**src/pkg/tsd_cfg.svh**
```systemverilog
// register indices, reset values and field widths of the trim and swap delay bank
`ifndef TSD_CFG_SVH
`define TSD_CFG_SVH
`define TSD_IDX_BG 8'h7C
`define TSD_IDX_TA 8'h7E
`define TSD_IDX_TB 8'h7F
`define TSD_IDX_TC 8'h80
`define TSD_IDX_TD 8'h81
`define TSD_IDX_DLY 8'h9A
`define TSD_IDX_W 8
`define TSD_BG_W 4
`define TSD_TERM_W 8
`define TSD_DLY_W 5
`define TSD_SPAN_W 7
`define TSD_DLY_RST 5'h08
`define TSD_OVL_BASE 7'h04
`define TSD_SPAN_ONE 7'h01
`define TSD_RESP_OK 2'h0
`define TSD_RESP_ERR 2'h2
`define TSD_NSEL 6
`define TSD_SEL_BG 0
`define TSD_SEL_TA 1
`define TSD_SEL_TB 2
`define TSD_SEL_TC 3
`define TSD_SEL_TD 4
`define TSD_SEL_DLY 5
`endif

```
**src/pkg/tsd_pkg.sv**
```systemverilog
// types shared by the trim and swap delay bank
package tsd_pkg;
    // all factory trims, as loaded from fuses and as driven to the analog side
    typedef struct packed {
        logic [3:0] bg;
        logic [7:0] a;
        logic [7:0] b;
        logic [7:0] c;
        logic [7:0] d;
    } tsd_trim_t;

    typedef enum logic [0:0] {
        TSD_IDLE = 1'b0,
        TSD_OVERLAP = 1'b1
    } tsd_swap_t;
endpackage

```
**src/logic/tsd_regs.sv**
```systemverilog
// trim and swap overlap delay register bank behind an axi4-lite slave
//
// What this block does
// software writes zero into reserved upper bits of band-gap and delay registers.
// band-gap trim is four bits 3:0, factory value after reset, read and writable.
// four input termination trims, eight bits each, factory value, read and writable.
// trims load from factory fuses at reset, not the printed zero.
// during a core swap both cores sample together for 4 plus twice delay cycles.
// swap overlap delay is five bits 4:0, range 0 to 31, resets to 0x08.
// software changes the overlap delay only while calibration is disabled.
// at reduced converter clock software may pick delay 7, risking large glitches.
`timescale 1ns/1ps
`include "tsd_cfg.svh"

module tsd_regs #(
    parameter int AW = 10
) (
    aclk,
    aresetn,
    awaddr,
    awvalid,
    awready,
    wdata,
    wstrb,
    wvalid,
    wready,
    bresp,
    bvalid,
    bready,
    araddr,
    arvalid,
    arready,
    rdata,
    rresp,
    rvalid,
    rready,
    fuse_trim,
    swap_start,
    trim_out,
    swap_delay_out,
    dual_sample
);
    import tsd_pkg::*;

    input wire logic aclk;
    input wire logic aresetn;
    input wire logic [AW-1:0] awaddr;
    input wire logic awvalid;
    output logic awready;
    input wire logic [31:0] wdata;
    input wire logic [3:0] wstrb;
    input wire logic wvalid;
    output logic wready;
    output logic [1:0] bresp;
    output logic bvalid;
    input wire logic bready;
    input wire logic [AW-1:0] araddr;
    input wire logic arvalid;
    output logic arready;
    output logic [31:0] rdata;
    output logic [1:0] rresp;
    output logic rvalid;
    input wire logic rready;
    input wire tsd_pkg::tsd_trim_t fuse_trim;
    input wire logic swap_start;
    output tsd_pkg::tsd_trim_t trim_out;
    output logic [`TSD_DLY_W-1:0] swap_delay_out;
    output logic dual_sample;

    // one-hot register select from a word index
    function automatic logic [`TSD_NSEL-1:0] reg_sel(input logic [`TSD_IDX_W-1:0] idx);
        reg_sel = {idx == `TSD_IDX_DLY, idx == `TSD_IDX_TD, idx == `TSD_IDX_TC,
                   idx == `TSD_IDX_TB, idx == `TSD_IDX_TA, idx == `TSD_IDX_BG};
    endfunction

    // overlap length in converter clock cycles
    function automatic logic [`TSD_SPAN_W-1:0] ovl_span(input logic [`TSD_DLY_W-1:0] dly);
        ovl_span = `TSD_OVL_BASE + {1'b0, dly, 1'b0};
    endfunction

    tsd_trim_t trim_ff, nxt_trim;
    logic [`TSD_DLY_W-1:0] dly_ff, nxt_dly;
    logic fuse_load_ff;
    logic awready_ff, wready_ff, bvalid_ff, arready_ff, rvalid_ff;
    logic [1:0] bresp_ff, rresp_ff;
    logic [31:0] rdata_ff, wdata_ff;
    logic [3:0] wstrb_ff;
    logic [AW-1:0] awaddr_ff;
    logic aw_held_ff, w_held_ff;
    tsd_swap_t swap_ff, nxt_swap;
    logic [`TSD_SPAN_W-1:0] cnt_ff, nxt_cnt;
    logic dual_ff, nxt_dual;

    // write channel handshakes; address and data may arrive in either order
    wire aw_take = awvalid & awready_ff;
    wire w_take = wvalid & wready_ff;
    wire do_write = aw_held_ff & w_held_ff & ~bvalid_ff;
    wire nxt_aw_held = do_write ? 1'b0 : (aw_held_ff | aw_take);
    wire nxt_w_held = do_write ? 1'b0 : (w_held_ff | w_take);
    wire nxt_bvalid = do_write | (bvalid_ff & ~bready);
    wire [`TSD_NSEL-1:0] wsel = reg_sel(awaddr_ff[AW-1:2]);
    wire wr_hit = |wsel;
    // only byte lane 0 carries data; other lanes land on reserved bits
    wire wr_en = do_write & wstrb_ff[0];

    // read channel: one read outstanding, answer one cycle after the address
    wire ar_take = arvalid & arready_ff;
    wire nxt_rvalid = ar_take | (rvalid_ff & ~rready);
    wire [`TSD_NSEL-1:0] rsel = reg_sel(araddr[AW-1:2]);
    wire rd_hit = |rsel;
    wire [31:0] rd_word = ({32{rsel[`TSD_SEL_BG]}} & 32'(trim_ff.bg))
                        | ({32{rsel[`TSD_SEL_TA]}} & 32'(trim_ff.a))
                        | ({32{rsel[`TSD_SEL_TB]}} & 32'(trim_ff.b))
                        | ({32{rsel[`TSD_SEL_TC]}} & 32'(trim_ff.c))
                        | ({32{rsel[`TSD_SEL_TD]}} & 32'(trim_ff.d))
                        | ({32{rsel[`TSD_SEL_DLY]}} & 32'(dly_ff));

    // fields are stored at their own width so reserved bits read zero even if written
    wire wr_bg = wr_en & wsel[`TSD_SEL_BG];
    wire wr_ta = wr_en & wsel[`TSD_SEL_TA];
    wire wr_tb = wr_en & wsel[`TSD_SEL_TB];
    wire wr_tc = wr_en & wsel[`TSD_SEL_TC];
    wire wr_td = wr_en & wsel[`TSD_SEL_TD];
    wire wr_dly = wr_en & wsel[`TSD_SEL_DLY];
    assign nxt_trim.bg = fuse_load_ff ? fuse_trim.bg :
                         (wr_bg ? wdata_ff[`TSD_BG_W-1:0] : trim_ff.bg);
    assign nxt_trim.a = fuse_load_ff ? fuse_trim.a :
                        (wr_ta ? wdata_ff[`TSD_TERM_W-1:0] : trim_ff.a);
    assign nxt_trim.b = fuse_load_ff ? fuse_trim.b :
                        (wr_tb ? wdata_ff[`TSD_TERM_W-1:0] : trim_ff.b);
    assign nxt_trim.c = fuse_load_ff ? fuse_trim.c :
                        (wr_tc ? wdata_ff[`TSD_TERM_W-1:0] : trim_ff.c);
    assign nxt_trim.d = fuse_load_ff ? fuse_trim.d :
                        (wr_td ? wdata_ff[`TSD_TERM_W-1:0] : trim_ff.d);
    // no check of calibration state here; software keeps delay writes out of calibration
    assign nxt_dly = wr_dly ? wdata_ff[`TSD_DLY_W-1:0] : dly_ff;

    // swap overlap window; a start during a running window is ignored
    always_comb begin
        nxt_swap = swap_ff;
        nxt_cnt = cnt_ff;
        nxt_dual = dual_ff;
        unique case (swap_ff)
            TSD_IDLE: begin
                if (swap_start) begin
                    nxt_swap = TSD_OVERLAP;
                    nxt_cnt = ovl_span(dly_ff) - `TSD_SPAN_ONE;
                    nxt_dual = 1'b1;
                end
            end
            TSD_OVERLAP: begin
                if (cnt_ff == '0) begin
                    nxt_swap = TSD_IDLE;
                    nxt_dual = 1'b0;
                end else begin
                    nxt_cnt = cnt_ff - `TSD_SPAN_ONE;
                end
            end
        endcase
    end

    // fuse contents are taken by a clocked load after reset, never inside reset itself
    always_ff @(posedge aclk) begin
        if (!aresetn) begin
            trim_ff <= '0;
            dly_ff <= `TSD_DLY_RST;
            fuse_load_ff <= 1'b1;
        end else begin
            trim_ff <= nxt_trim;
            dly_ff <= nxt_dly;
            fuse_load_ff <= 1'b0;
        end
    end

    // write channel state; ready drops while a transfer is held or a response waits
    always_ff @(posedge aclk) begin
        if (!aresetn) begin
            aw_held_ff <= 1'b0;
            w_held_ff <= 1'b0;
            awready_ff <= 1'b0;
            wready_ff <= 1'b0;
            bvalid_ff <= 1'b0;
            bresp_ff <= `TSD_RESP_OK;
        end else begin
            aw_held_ff <= nxt_aw_held;
            w_held_ff <= nxt_w_held;
            awready_ff <= ~nxt_aw_held & ~nxt_bvalid;
            wready_ff <= ~nxt_w_held & ~nxt_bvalid;
            bvalid_ff <= nxt_bvalid;
            if (do_write) begin
                bresp_ff <= wr_hit ? `TSD_RESP_OK : `TSD_RESP_ERR;
            end
        end
    end

    // captured write payload
    always_ff @(posedge aclk) begin
        if (!aresetn) begin
            awaddr_ff <= '0;
            wdata_ff <= '0;
            wstrb_ff <= '0;
        end else begin
            if (aw_take) begin
                awaddr_ff <= awaddr;
            end
            if (w_take) begin
                wdata_ff <= wdata;
                wstrb_ff <= wstrb;
            end
        end
    end
    // read channel; unmapped words answer slverr with zero data
    always_ff @(posedge aclk) begin
        if (!aresetn) begin
            arready_ff <= 1'b0;
            rvalid_ff <= 1'b0;
            rdata_ff <= '0;
            rresp_ff <= `TSD_RESP_OK;
        end else begin
            arready_ff <= ~nxt_rvalid;
            rvalid_ff <= nxt_rvalid;
            if (ar_take) begin
                rdata_ff <= rd_word;
                rresp_ff <= rd_hit ? `TSD_RESP_OK : `TSD_RESP_ERR;
            end
        end
    end
    // swap window state
    always_ff @(posedge aclk) begin
        if (!aresetn) begin
            swap_ff <= TSD_IDLE;
            cnt_ff <= '0;
            dual_ff <= 1'b0;
        end else begin
            swap_ff <= nxt_swap;
            cnt_ff <= nxt_cnt;
            dual_ff <= nxt_dual;
        end
    end
    assign awready = awready_ff;
    assign wready = wready_ff;
    assign bvalid = bvalid_ff;
    assign bresp = bresp_ff;
    assign arready = arready_ff;
    assign rvalid = rvalid_ff;
    assign rdata = rdata_ff;
    assign rresp = rresp_ff;
    assign trim_out = trim_ff;
    assign swap_delay_out = dly_ff;
    assign dual_sample = dual_ff;
    // helper: run length of the overlap window and the span it was started with
    logic [`TSD_SPAN_W-1:0] run_ff, span_ff;
    always_ff @(posedge aclk) begin
        if (!aresetn) begin
            run_ff <= '0;
            span_ff <= '0;
        end else begin
            run_ff <= dual_ff ? run_ff + `TSD_SPAN_ONE : '0;
            if (swap_ff == TSD_IDLE && swap_start) begin
                span_ff <= ovl_span(dly_ff);
            end
        end
    end
endmodule

```
**config.mk**
```make
export PLATFORM = sky130hd
export DESIGN_NAME = tsd_regs
export DESIGN_NICKNAME = d
export VERILOG_FILES = /design/src/pkg/tsd_pkg.sv /design/src/logic/tsd_regs.sv
export VERILOG_INCLUDE_DIRS = /design/src /design/src/pkg
export SDC_FILE = /design/constraint.sdc
export NUM_CORES = 1
export LEC_CHECK = 0
export BUFFER_PORTS_ARGS = -buffer_cell sky130_fd_sc_hd__buf_2
export CORE_ASPECT_RATIO = 2
export CORE_MARGIN = 3
export CORE_UTILIZATION = 48
export DETAILED_ROUTE_END_ITERATION = 7
export PLACE_DENSITY = 0.92
export SYNTH_ARGS = -nofsm -noshare
export SYNTH_HDL_FRONTEND = slang
export SYNTH_SLANG_ARGS = --single-unit
```
**constraint.sdc**
```tcl
create_clock -name aclk -period 2.07 [get_ports aclk]
set_input_delay 0.414 -clock aclk [delete_from_list [all_inputs] [get_ports aclk]]
set_output_delay 0.414 -clock aclk [all_outputs]
set_load 0.01 [all_outputs]
```
==> results of run 1 <==
==> final timing paths <==
check,cells after the start,endpoint
max,5,trim_out[3]
min,3,awaddr_ff[5]
max reg2reg,5,trim_out[3]
min reg2reg,2,bresp[1]
==> placed cells by master, fill, tap and decap left out, drive strengths merged, types with 2 or more instances in the layout <==
| cell | count |
|---|---|
| o21ai | 32 |
| or3 | 2 |
| mux2i | 30 |
| nor2 | 42 |
| conb | 26 |
| clkbuf | 12 |
| xnor2 | 2 |
| inv | 9 |
| o311a | 4 |
| nor4 | 3 |
| dfxtp | 85 |
| a22o | 9 |
| nand3 | 14 |
| nand3b | 2 |
| and2 | 13 |
| nand2 | 57 |
| nand4 | 3 |
| or3b | 2 |
| a22oi | 5 |
| o41ai | 2 |
| a221oi | 2 |
| and3 | 2 |
| nand2b | 2 |
| nor3 | 6 |
| o22ai | 4 |
| a21oi | 61 |
| a31oi | 7 |
| nand4b | 2 |
| ha | 3 |
| nor2b | 10 |
| buf | 135 |
| a211oi | 17 |
| clkinv | 2 |
==> routing by layer <==
layer,vias to the layer above,track usage (%)
li1,1991,-
met1,1945,26.4
met2,279,44.9
met3,81,4.19
met4,0,21.5
met5,-,0
==> registers in the layout (all words and copies together) (netlist names), 5 cells and up <==
register,count
rdata,8
wdata_ff,8
cnt_ff,7
trim_out,36
awaddr_ff,8
swap_delay_out,5
==> synthesized netlist by cell type (2+ instances only) <==
master | n | area, um^2
dfxtp_1 | 85 | 1700
a21oi_1 | 61 | 305
nand2_1 | 57 | 214
nor2_1 | 42 | 158
o21ai_0 | 32 | 160
mux2i_1 | 30 | 300
buf_4 | 26 | 195
clkbuf_1 | 21 | 78.8
nand3_1 | 14 | 70.1
a211oi_1 | 13 | 97.6
and2_1 | 13 | 81.3
nor2b_1 | 10 | 62.6
a22o_1 | 9 | 78.8
inv_1 | 9 | 33.8
a31oi_1 | 7 | 43.8
nor3_1 | 6 | 30.0
a22oi_1 | 5 | 37.5
a211oi_2 | 4 | 50.1
o22ai_1 | 4 | 25.0
o311a_1 | 4 | 40.0
buf_1 | 3 | 11.3
buf_6 | 3 | 33.8
ha_1 | 3 | 37.5
nand4_1 | 3 | 18.8
a221oi_1 | 2 | 17.5
and3_1 | 2 | 12.5
nand2b_1 | 2 | 12.5
nand3b_1 | 2 | 15.0
nor4_4 | 2 | 42.5
o41ai_4 | 2 | 55.1
or3_1 | 2 | 12.5
or3b_2 | 2 | 17.5
xnor2_1 | 2 | 17.5
==> layout make-up <==
class                      instances  area share (%)
multi-input combinational        380            44.5
sequential                        85            32.9
timing repair buffer             135            13.8
clock buffer                      12            4.77
tap                              100            2.42
clock inverter                     4           0.920
inverter                           9           0.654
==> kinds of logic (layout without fill, tap and decap cells) <==
logic type / Yosys count / count (layout) / share of synthesized area (%)
simple gates: 165 / 165 / 19.6
compound gates: 152 / 152 / 23.3
flops: 85 / 85 / 39.9
buf+inv: 63 / 160 / 8.39
mux: 31 / 31 / 7.30
fa+ha+maj: 3 / 3 / 0.880
xor+xnor: 3 / 3 / 0.616
other cells: 1 / 26 / 0.0879
==> power breakdown <==
group,switching (mW),leakage (nW),internal [mW]
clock network,0.641,0.143,0.964
logic,0.360,1.45,0.246
registers,0.108,0.699,1.74
total,1.11,2.29,2.95
==> through the flow <==
| step | setup slack (ns) | hold WS [ns] | instances | utilization, % |
|---|---|---|---|---|
| 6_report | 0.131 | 0.307 | 725 | 59.8 |
| 3_3_place_gp | 0.264 | 0.446 | 709 | 56.4 |
| 5_1_grt | 0.0104 | 0.325 | 725 | 59.8 |
| 2_1_floorplan | 0.188 | 0.444 | 528 | - |
| 3_5_place_dp | 0.141 | 0.459 | 709 | 56.4 |
| 4_1_cts | 0.136 | 0.305 | 725 | 59.8 |
==> critical path, stage by stage (launching register included) <==
cell,delay [ns]
dfxtp_1,0.33
or4b_4,0.61
o41ai_4,0.34
buf_4,0.27
nor2_1,0.06
a211oi_1,0.23
==> results.py, run 1 <==
metrics = {
    "run_status": {
        "status": "finished, final reports clean",
    },
    "clocking": {
        "cts_post_setup_buffers_inserted": 0,
        "cts.htree.levels": 3,
        "cts_resized": 0,
        "cts.sinks": 85,
        "clockBufferDepth": 2,
        "cts-root-buf": "clkbuf_16",
        "cts.reportedPaths.clkPinSlew_ns": 0.06,
        "numCtsBuffers": 9,
        "cts_hold_buffers": 0,
        "clock_latency_ns": 0.35,
        "cts_tree": "built",
    },
    "global_routing": {
        "grt_overflow": 0,
        "antenna_found_initial": 0,
        "grt_pass1_wl_mm": 20.4,
        "grt_max_degree": 47,
        "grt_use_total_pct": 26.1,
        "grt_pass1_vias": 4102,
    },
    "logic_synthesis": {
        "yosys_warnings": 0,
        "syn_area_um2": 4270,
        "synth.avg_cell_area_um2": 8.48,
        "ys_ff_latch": 85,
        "synth_ff_type": "dfxtp_1",
        "async_flop_share_pct": 0,
        "syn_inst": 503,
        "synth_edf_count": 0,
        "synthDistinctLibCells": 54,
        "ys_seq_area_share_pct": 39.9,
    },
    "place": {
        "place_congestion": 0.974,
        "hpwl_mm": 10.2,
        "post_dp_cell_area_um2": 4870,
        "numPortBuffers": 125,
    },
    "critical_path": {
        "worstSetupPathType": "flip-flop to flip-flop",
        "r2r_start": "awaddr_ff[4]",
        "startpoint_type": "flip-flop",
        "cp_max_fo": 16,
        "reg2reg_slack_ns": 0.13,
        "cp-startpoint": "awaddr_ff[4]",
        "cp.required_ns": 2.32,
        "arrival_ns": 2.19,
        "end_kind": "flip-flop",
    },
    "sta": {
        "slew_headroom_pct": 31.9,
        "hold_viol_final": 0,
        "grt_setup_unrepaired": "false",
        "tns_ns": 0,
        "max_freq_mhz": 516,
        "fin_skew_ns": 0.00540,
        "setup_viol": 0,
        "drv_slew": 0,
        "period_share_pct": 93.7,
        "fin_crit_ns": 1.94,
        "worst_pin_slew_ns": 1.02,
    },
    "detailed_routing": {
        "post_drt_wl_per_cell_um": 18.2,
        "drt-met1-wl_mm": 4.32,
        "drc": 0,
        "met2_wirelength_mm": 6.88,
        "via_per_inst": 5.93,
        "via_count": 4296,
        "first_pass_iters": 6,
        "ant_nets": 0,
        "wl_met3_um": 946,
        "top_layer_used": "met4",
        "wl_mm": 13.2,
        "drt_iter0_drc": 384,
    },
    "power_and_ir_drop": {
        "irDropWorstVdd_mv": 0.591,
        "total_power_mw": 4.06,
        "power.density_nw_per_um2": 785,
        "leakage_nw": 2.29,
    },
    "floorplan": {
        "initial_core_util_pct": 49.3,
        "die_area_um2": 10100,
        "die_h_um": 139,
        "io_pins": 183,
        "core_um2": 8650,
        "std_cell_rows": 48,
        "die-width_um": 72.7,
    },
    "run": {
        "drv_cap": 0,
    },
    "layout": {
        "regArea_um2": 1700,
        "design_area_um2": 5170,
        "drive_above_1_share_pct": 25.9,
        "nNetsFinal": 723,
        "multi_input_area_um2": 2300,
        "areaGrowthSynthToFinish_pct": 21.1,
        "diodes": 0,
        "n_fill_cell": 735,
    },
    "worst_hold_path": {
        "hold_path.class": "input port to flip-flop",
        "worst_hold_startpoint": "awaddr[5]",
    },
}
No activity file was read; power rests on OpenSTA's default activity.
==> inputs of run 2 (changes only) <==
--- a/config.mk
+++ b/config.mk
@@ -6,12 +6,13 @@
 export SDC_FILE = /design/constraint.sdc
 export NUM_CORES = 1
 export LEC_CHECK = 0
-export BUFFER_PORTS_ARGS = -buffer_cell sky130_fd_sc_hd__buf_2
 export CORE_ASPECT_RATIO = 2
 export CORE_MARGIN = 3
-export CORE_UTILIZATION = 48
+export CORE_UTILIZATION = 50
 export DETAILED_ROUTE_END_ITERATION = 7
-export PLACE_DENSITY = 0.92
+export DONT_BUFFER_PORTS = 1
+export MAX_ROUTING_LAYER = met4
+export PLACE_DENSITY = 0.77
 export SYNTH_ARGS = -nofsm -noshare
 export SYNTH_HDL_FRONTEND = slang
 export SYNTH_SLANG_ARGS = --single-unit
==> run 2 against run 1 <==
  * Cell count is 17% lower
  * Wire length is 8.0% lower
  * Flip-flop and latch count stayed put
  * Critical path depth is 1 lower
  * Sequential share of layout area is 4.5 points higher
  * Non-clock buffer count is 122 lower
  * Final area is 12% lower
  * Critical path type unchanged
  * Largest cell class unchanged
  * Highest routed layer unchanged
==> results.py, run 2 (synthesis results as in run 1) <==
metrics = {
    "run_status": {
        "status": "finished, final reports clean",
    },
    "critical_path": {
        "cp-startpoint": "bvalid",
        "reg2reg_slack_ns": 0.13,
        "reg2reg_to": "trim_out[26]",
        "r2r_start": "bvalid",
        "reg2reg_depth": 4,
        "crit_path_end": "trim_out[26]",
        "cp.depth": 4,
        "critPathBufInv": 0,
        "cp_max_fo": 8,
        "slowest_stage": "a21oi_1",
        "arrival_ns": 2.21,
        "startpoint_type": "flip-flop",
        "cp.required_ns": 2.34,
        "worstSetupPathType": "flip-flop to flip-flop",
        "end_kind": "flip-flop",
        "cp_top_family": "compound AO/OA/AOI/OAI gates",
        "path_cells": "nand4b_4 -> nor2_1 -> a21oi_1 -> mux2i_1",
        "slowest_delay_ns": 0.84,
    },
    "layout": {
        "drive_above_1_share_pct": 8.35,
        "multi_input_area_um2": 2300,
        "largest_reg_flops": 36,
        "regArea_um2": 1700,
        "areaGrowthSynthToFinish_pct": 6.45,
        "design_area_um2": 4540,
        "layout_common_cells": "85 x dfxtp_1, 61 x a21oi_1, 57 x nand2_1",
        "n_fill_cell": 770,
        "nNetsFinal": 601,
        "final_common_cell": "dfxtp_1",
        "final-instance-count-excl-fill": 603,
    },
    "place": {
        "post_dp_cell_area_um2": 4270,
        "place_congestion": 0.950,
        "dp_cells": 585,
        "numPortBuffers": 0,
        "hpwl_mm": 9.57,
        "place_ws_ns": 0.179,
    },
    "floorplan": {
        "die_h_um": 137,
        "die_area_um2": 9750,
        "die-width_um": 71.3,
        "core_um2": 8290,
        "initial_core_util_pct": 51.5,
        "std_cell_rows": 47,
        "io_pins": 183,
    },
    "sta": {
        "max_freq_mhz": 514,
        "hold_viol_final": 0,
        "grt_setup_unrepaired": "false",
        "setup_viol": 0,
        "period_share_pct": 93.9,
        "fin_skew_ns": 0.00664,
        "timing.final.ws_setup_ns": 0.126,
        "tns_ns": 0,
        "slew_headroom_pct": 27.4,
        "worst_pin_slew_ns": 1.09,
        "fin_crit_ns": 1.94,
        "drv_slew": 0,
        "holdWs_ns": 0.143,
    },
    "detailed_routing": {
        "via_count": 3611,
        "first_pass_iters": 4,
        "wl_mm": 12.1,
        "via_per_inst": 5.99,
        "ant_nets": 0,
        "drt_iter0_drc": 195,
        "post_drt_wl_per_cell_um": 20.1,
        "drc": 0,
    },
    "clocking": {
        "cts_resized": 0,
        "clockBufferDepth": 2,
        "cts.sinks": 85,
        "cts.reportedPaths.clkPinSlew_ns": 0.06,
        "cts_post_setup_buffers_inserted": 0,
        "numCtsBuffers": 9,
        "clock_latency_ns": 0.34,
        "cts.htree.levels": 3,
        "cts_tree": "built",
        "cts_hold_buffers": 0,
        "cts-root-buf": "clkbuf_16",
    },
    "worst_hold_path": {
        "hold_path.class": "input port to flip-flop",
    },
    "global_routing": {
        "grt_pass1_vias": 3504,
        "grt_pass1_wl_mm": 18.5,
        "grt_overflow": 0,
        "antenna_found_initial": 2,
        "grt_max_degree": 48,
        "grt_use_total_pct": 25.8,
    },
    "power_and_ir_drop": {
        "irDropWorstVdd_mv": 0.691,
        "leakage_nw": 1.75,
        "power.density_nw_per_um2": 828,
    },
    "run": {
        "drv_cap": 0,
    },
}
## run 2: changes by cell type in the layout (fill, tap and decap cells not counted)
cell and change:
bufinv_16 -1, clkinv_4 +2, clkinv_2 +3, clkbuf_1 -2, buf_4 +3, buf_2 -125, diode_2 +2, clkbuf_8 -1
clkinvlp_4 -1
## run 2: power breakdown
group | leakage (nW) | switching [mW] | internal, mW
logic | 0.909 | 0.250 | 0.164
clock network | 0.139 | 0.658 | 0.805
registers | 0.699 | 0.145 | 1.74
## run 2: worst min-delay path by stage
stage	from	depth (start not counted)	slack, ns	to
after CTS	aresetn	1	0.13	swap_delay_out[3]
after floorplan	wdata_ff[5]	2	0.44	wdata_ff[5]
final	aresetn	1	0.14	swap_delay_out[3]
after detailed placement	awaddr_ff[7]	2	0.46	awaddr_ff[7]
after global placement	awaddr_ff[8]	2	0.46	awaddr_ff[8]
after global routing	aresetn	1	0.14	swap_delay_out[3]
## run 2: stage by stage
step	power, mW	utilization [%]
2_1_floorplan	2.26	-
3_3_place_gp	2.32	51.5
3_5_place_dp	2.33	51.5
4_1_cts	3.78	54.7
5_1_grt	3.91	54.8
6_report	3.76	54.8
## run 2: layout make-up
type                    count  area share [%]
diodes                      2           0.110
clock buffers               9            4.96
clock inverters             7           0.937
inverters                   9           0.744
multi-input cells         380            50.7
flip-flops and latches     85            37.5
well taps                  98            2.70
repair buffers             13            2.42
## run 2: routing by layer
layer	vias to the layer above	global-route usage [%]	part of all wire, %
li1	1751	-	-
met1	1687	23.2	33
met2	144	46.3	55
met3	29	9.93	9.3
met4	0	12.6	3.5
met5	-	-	0
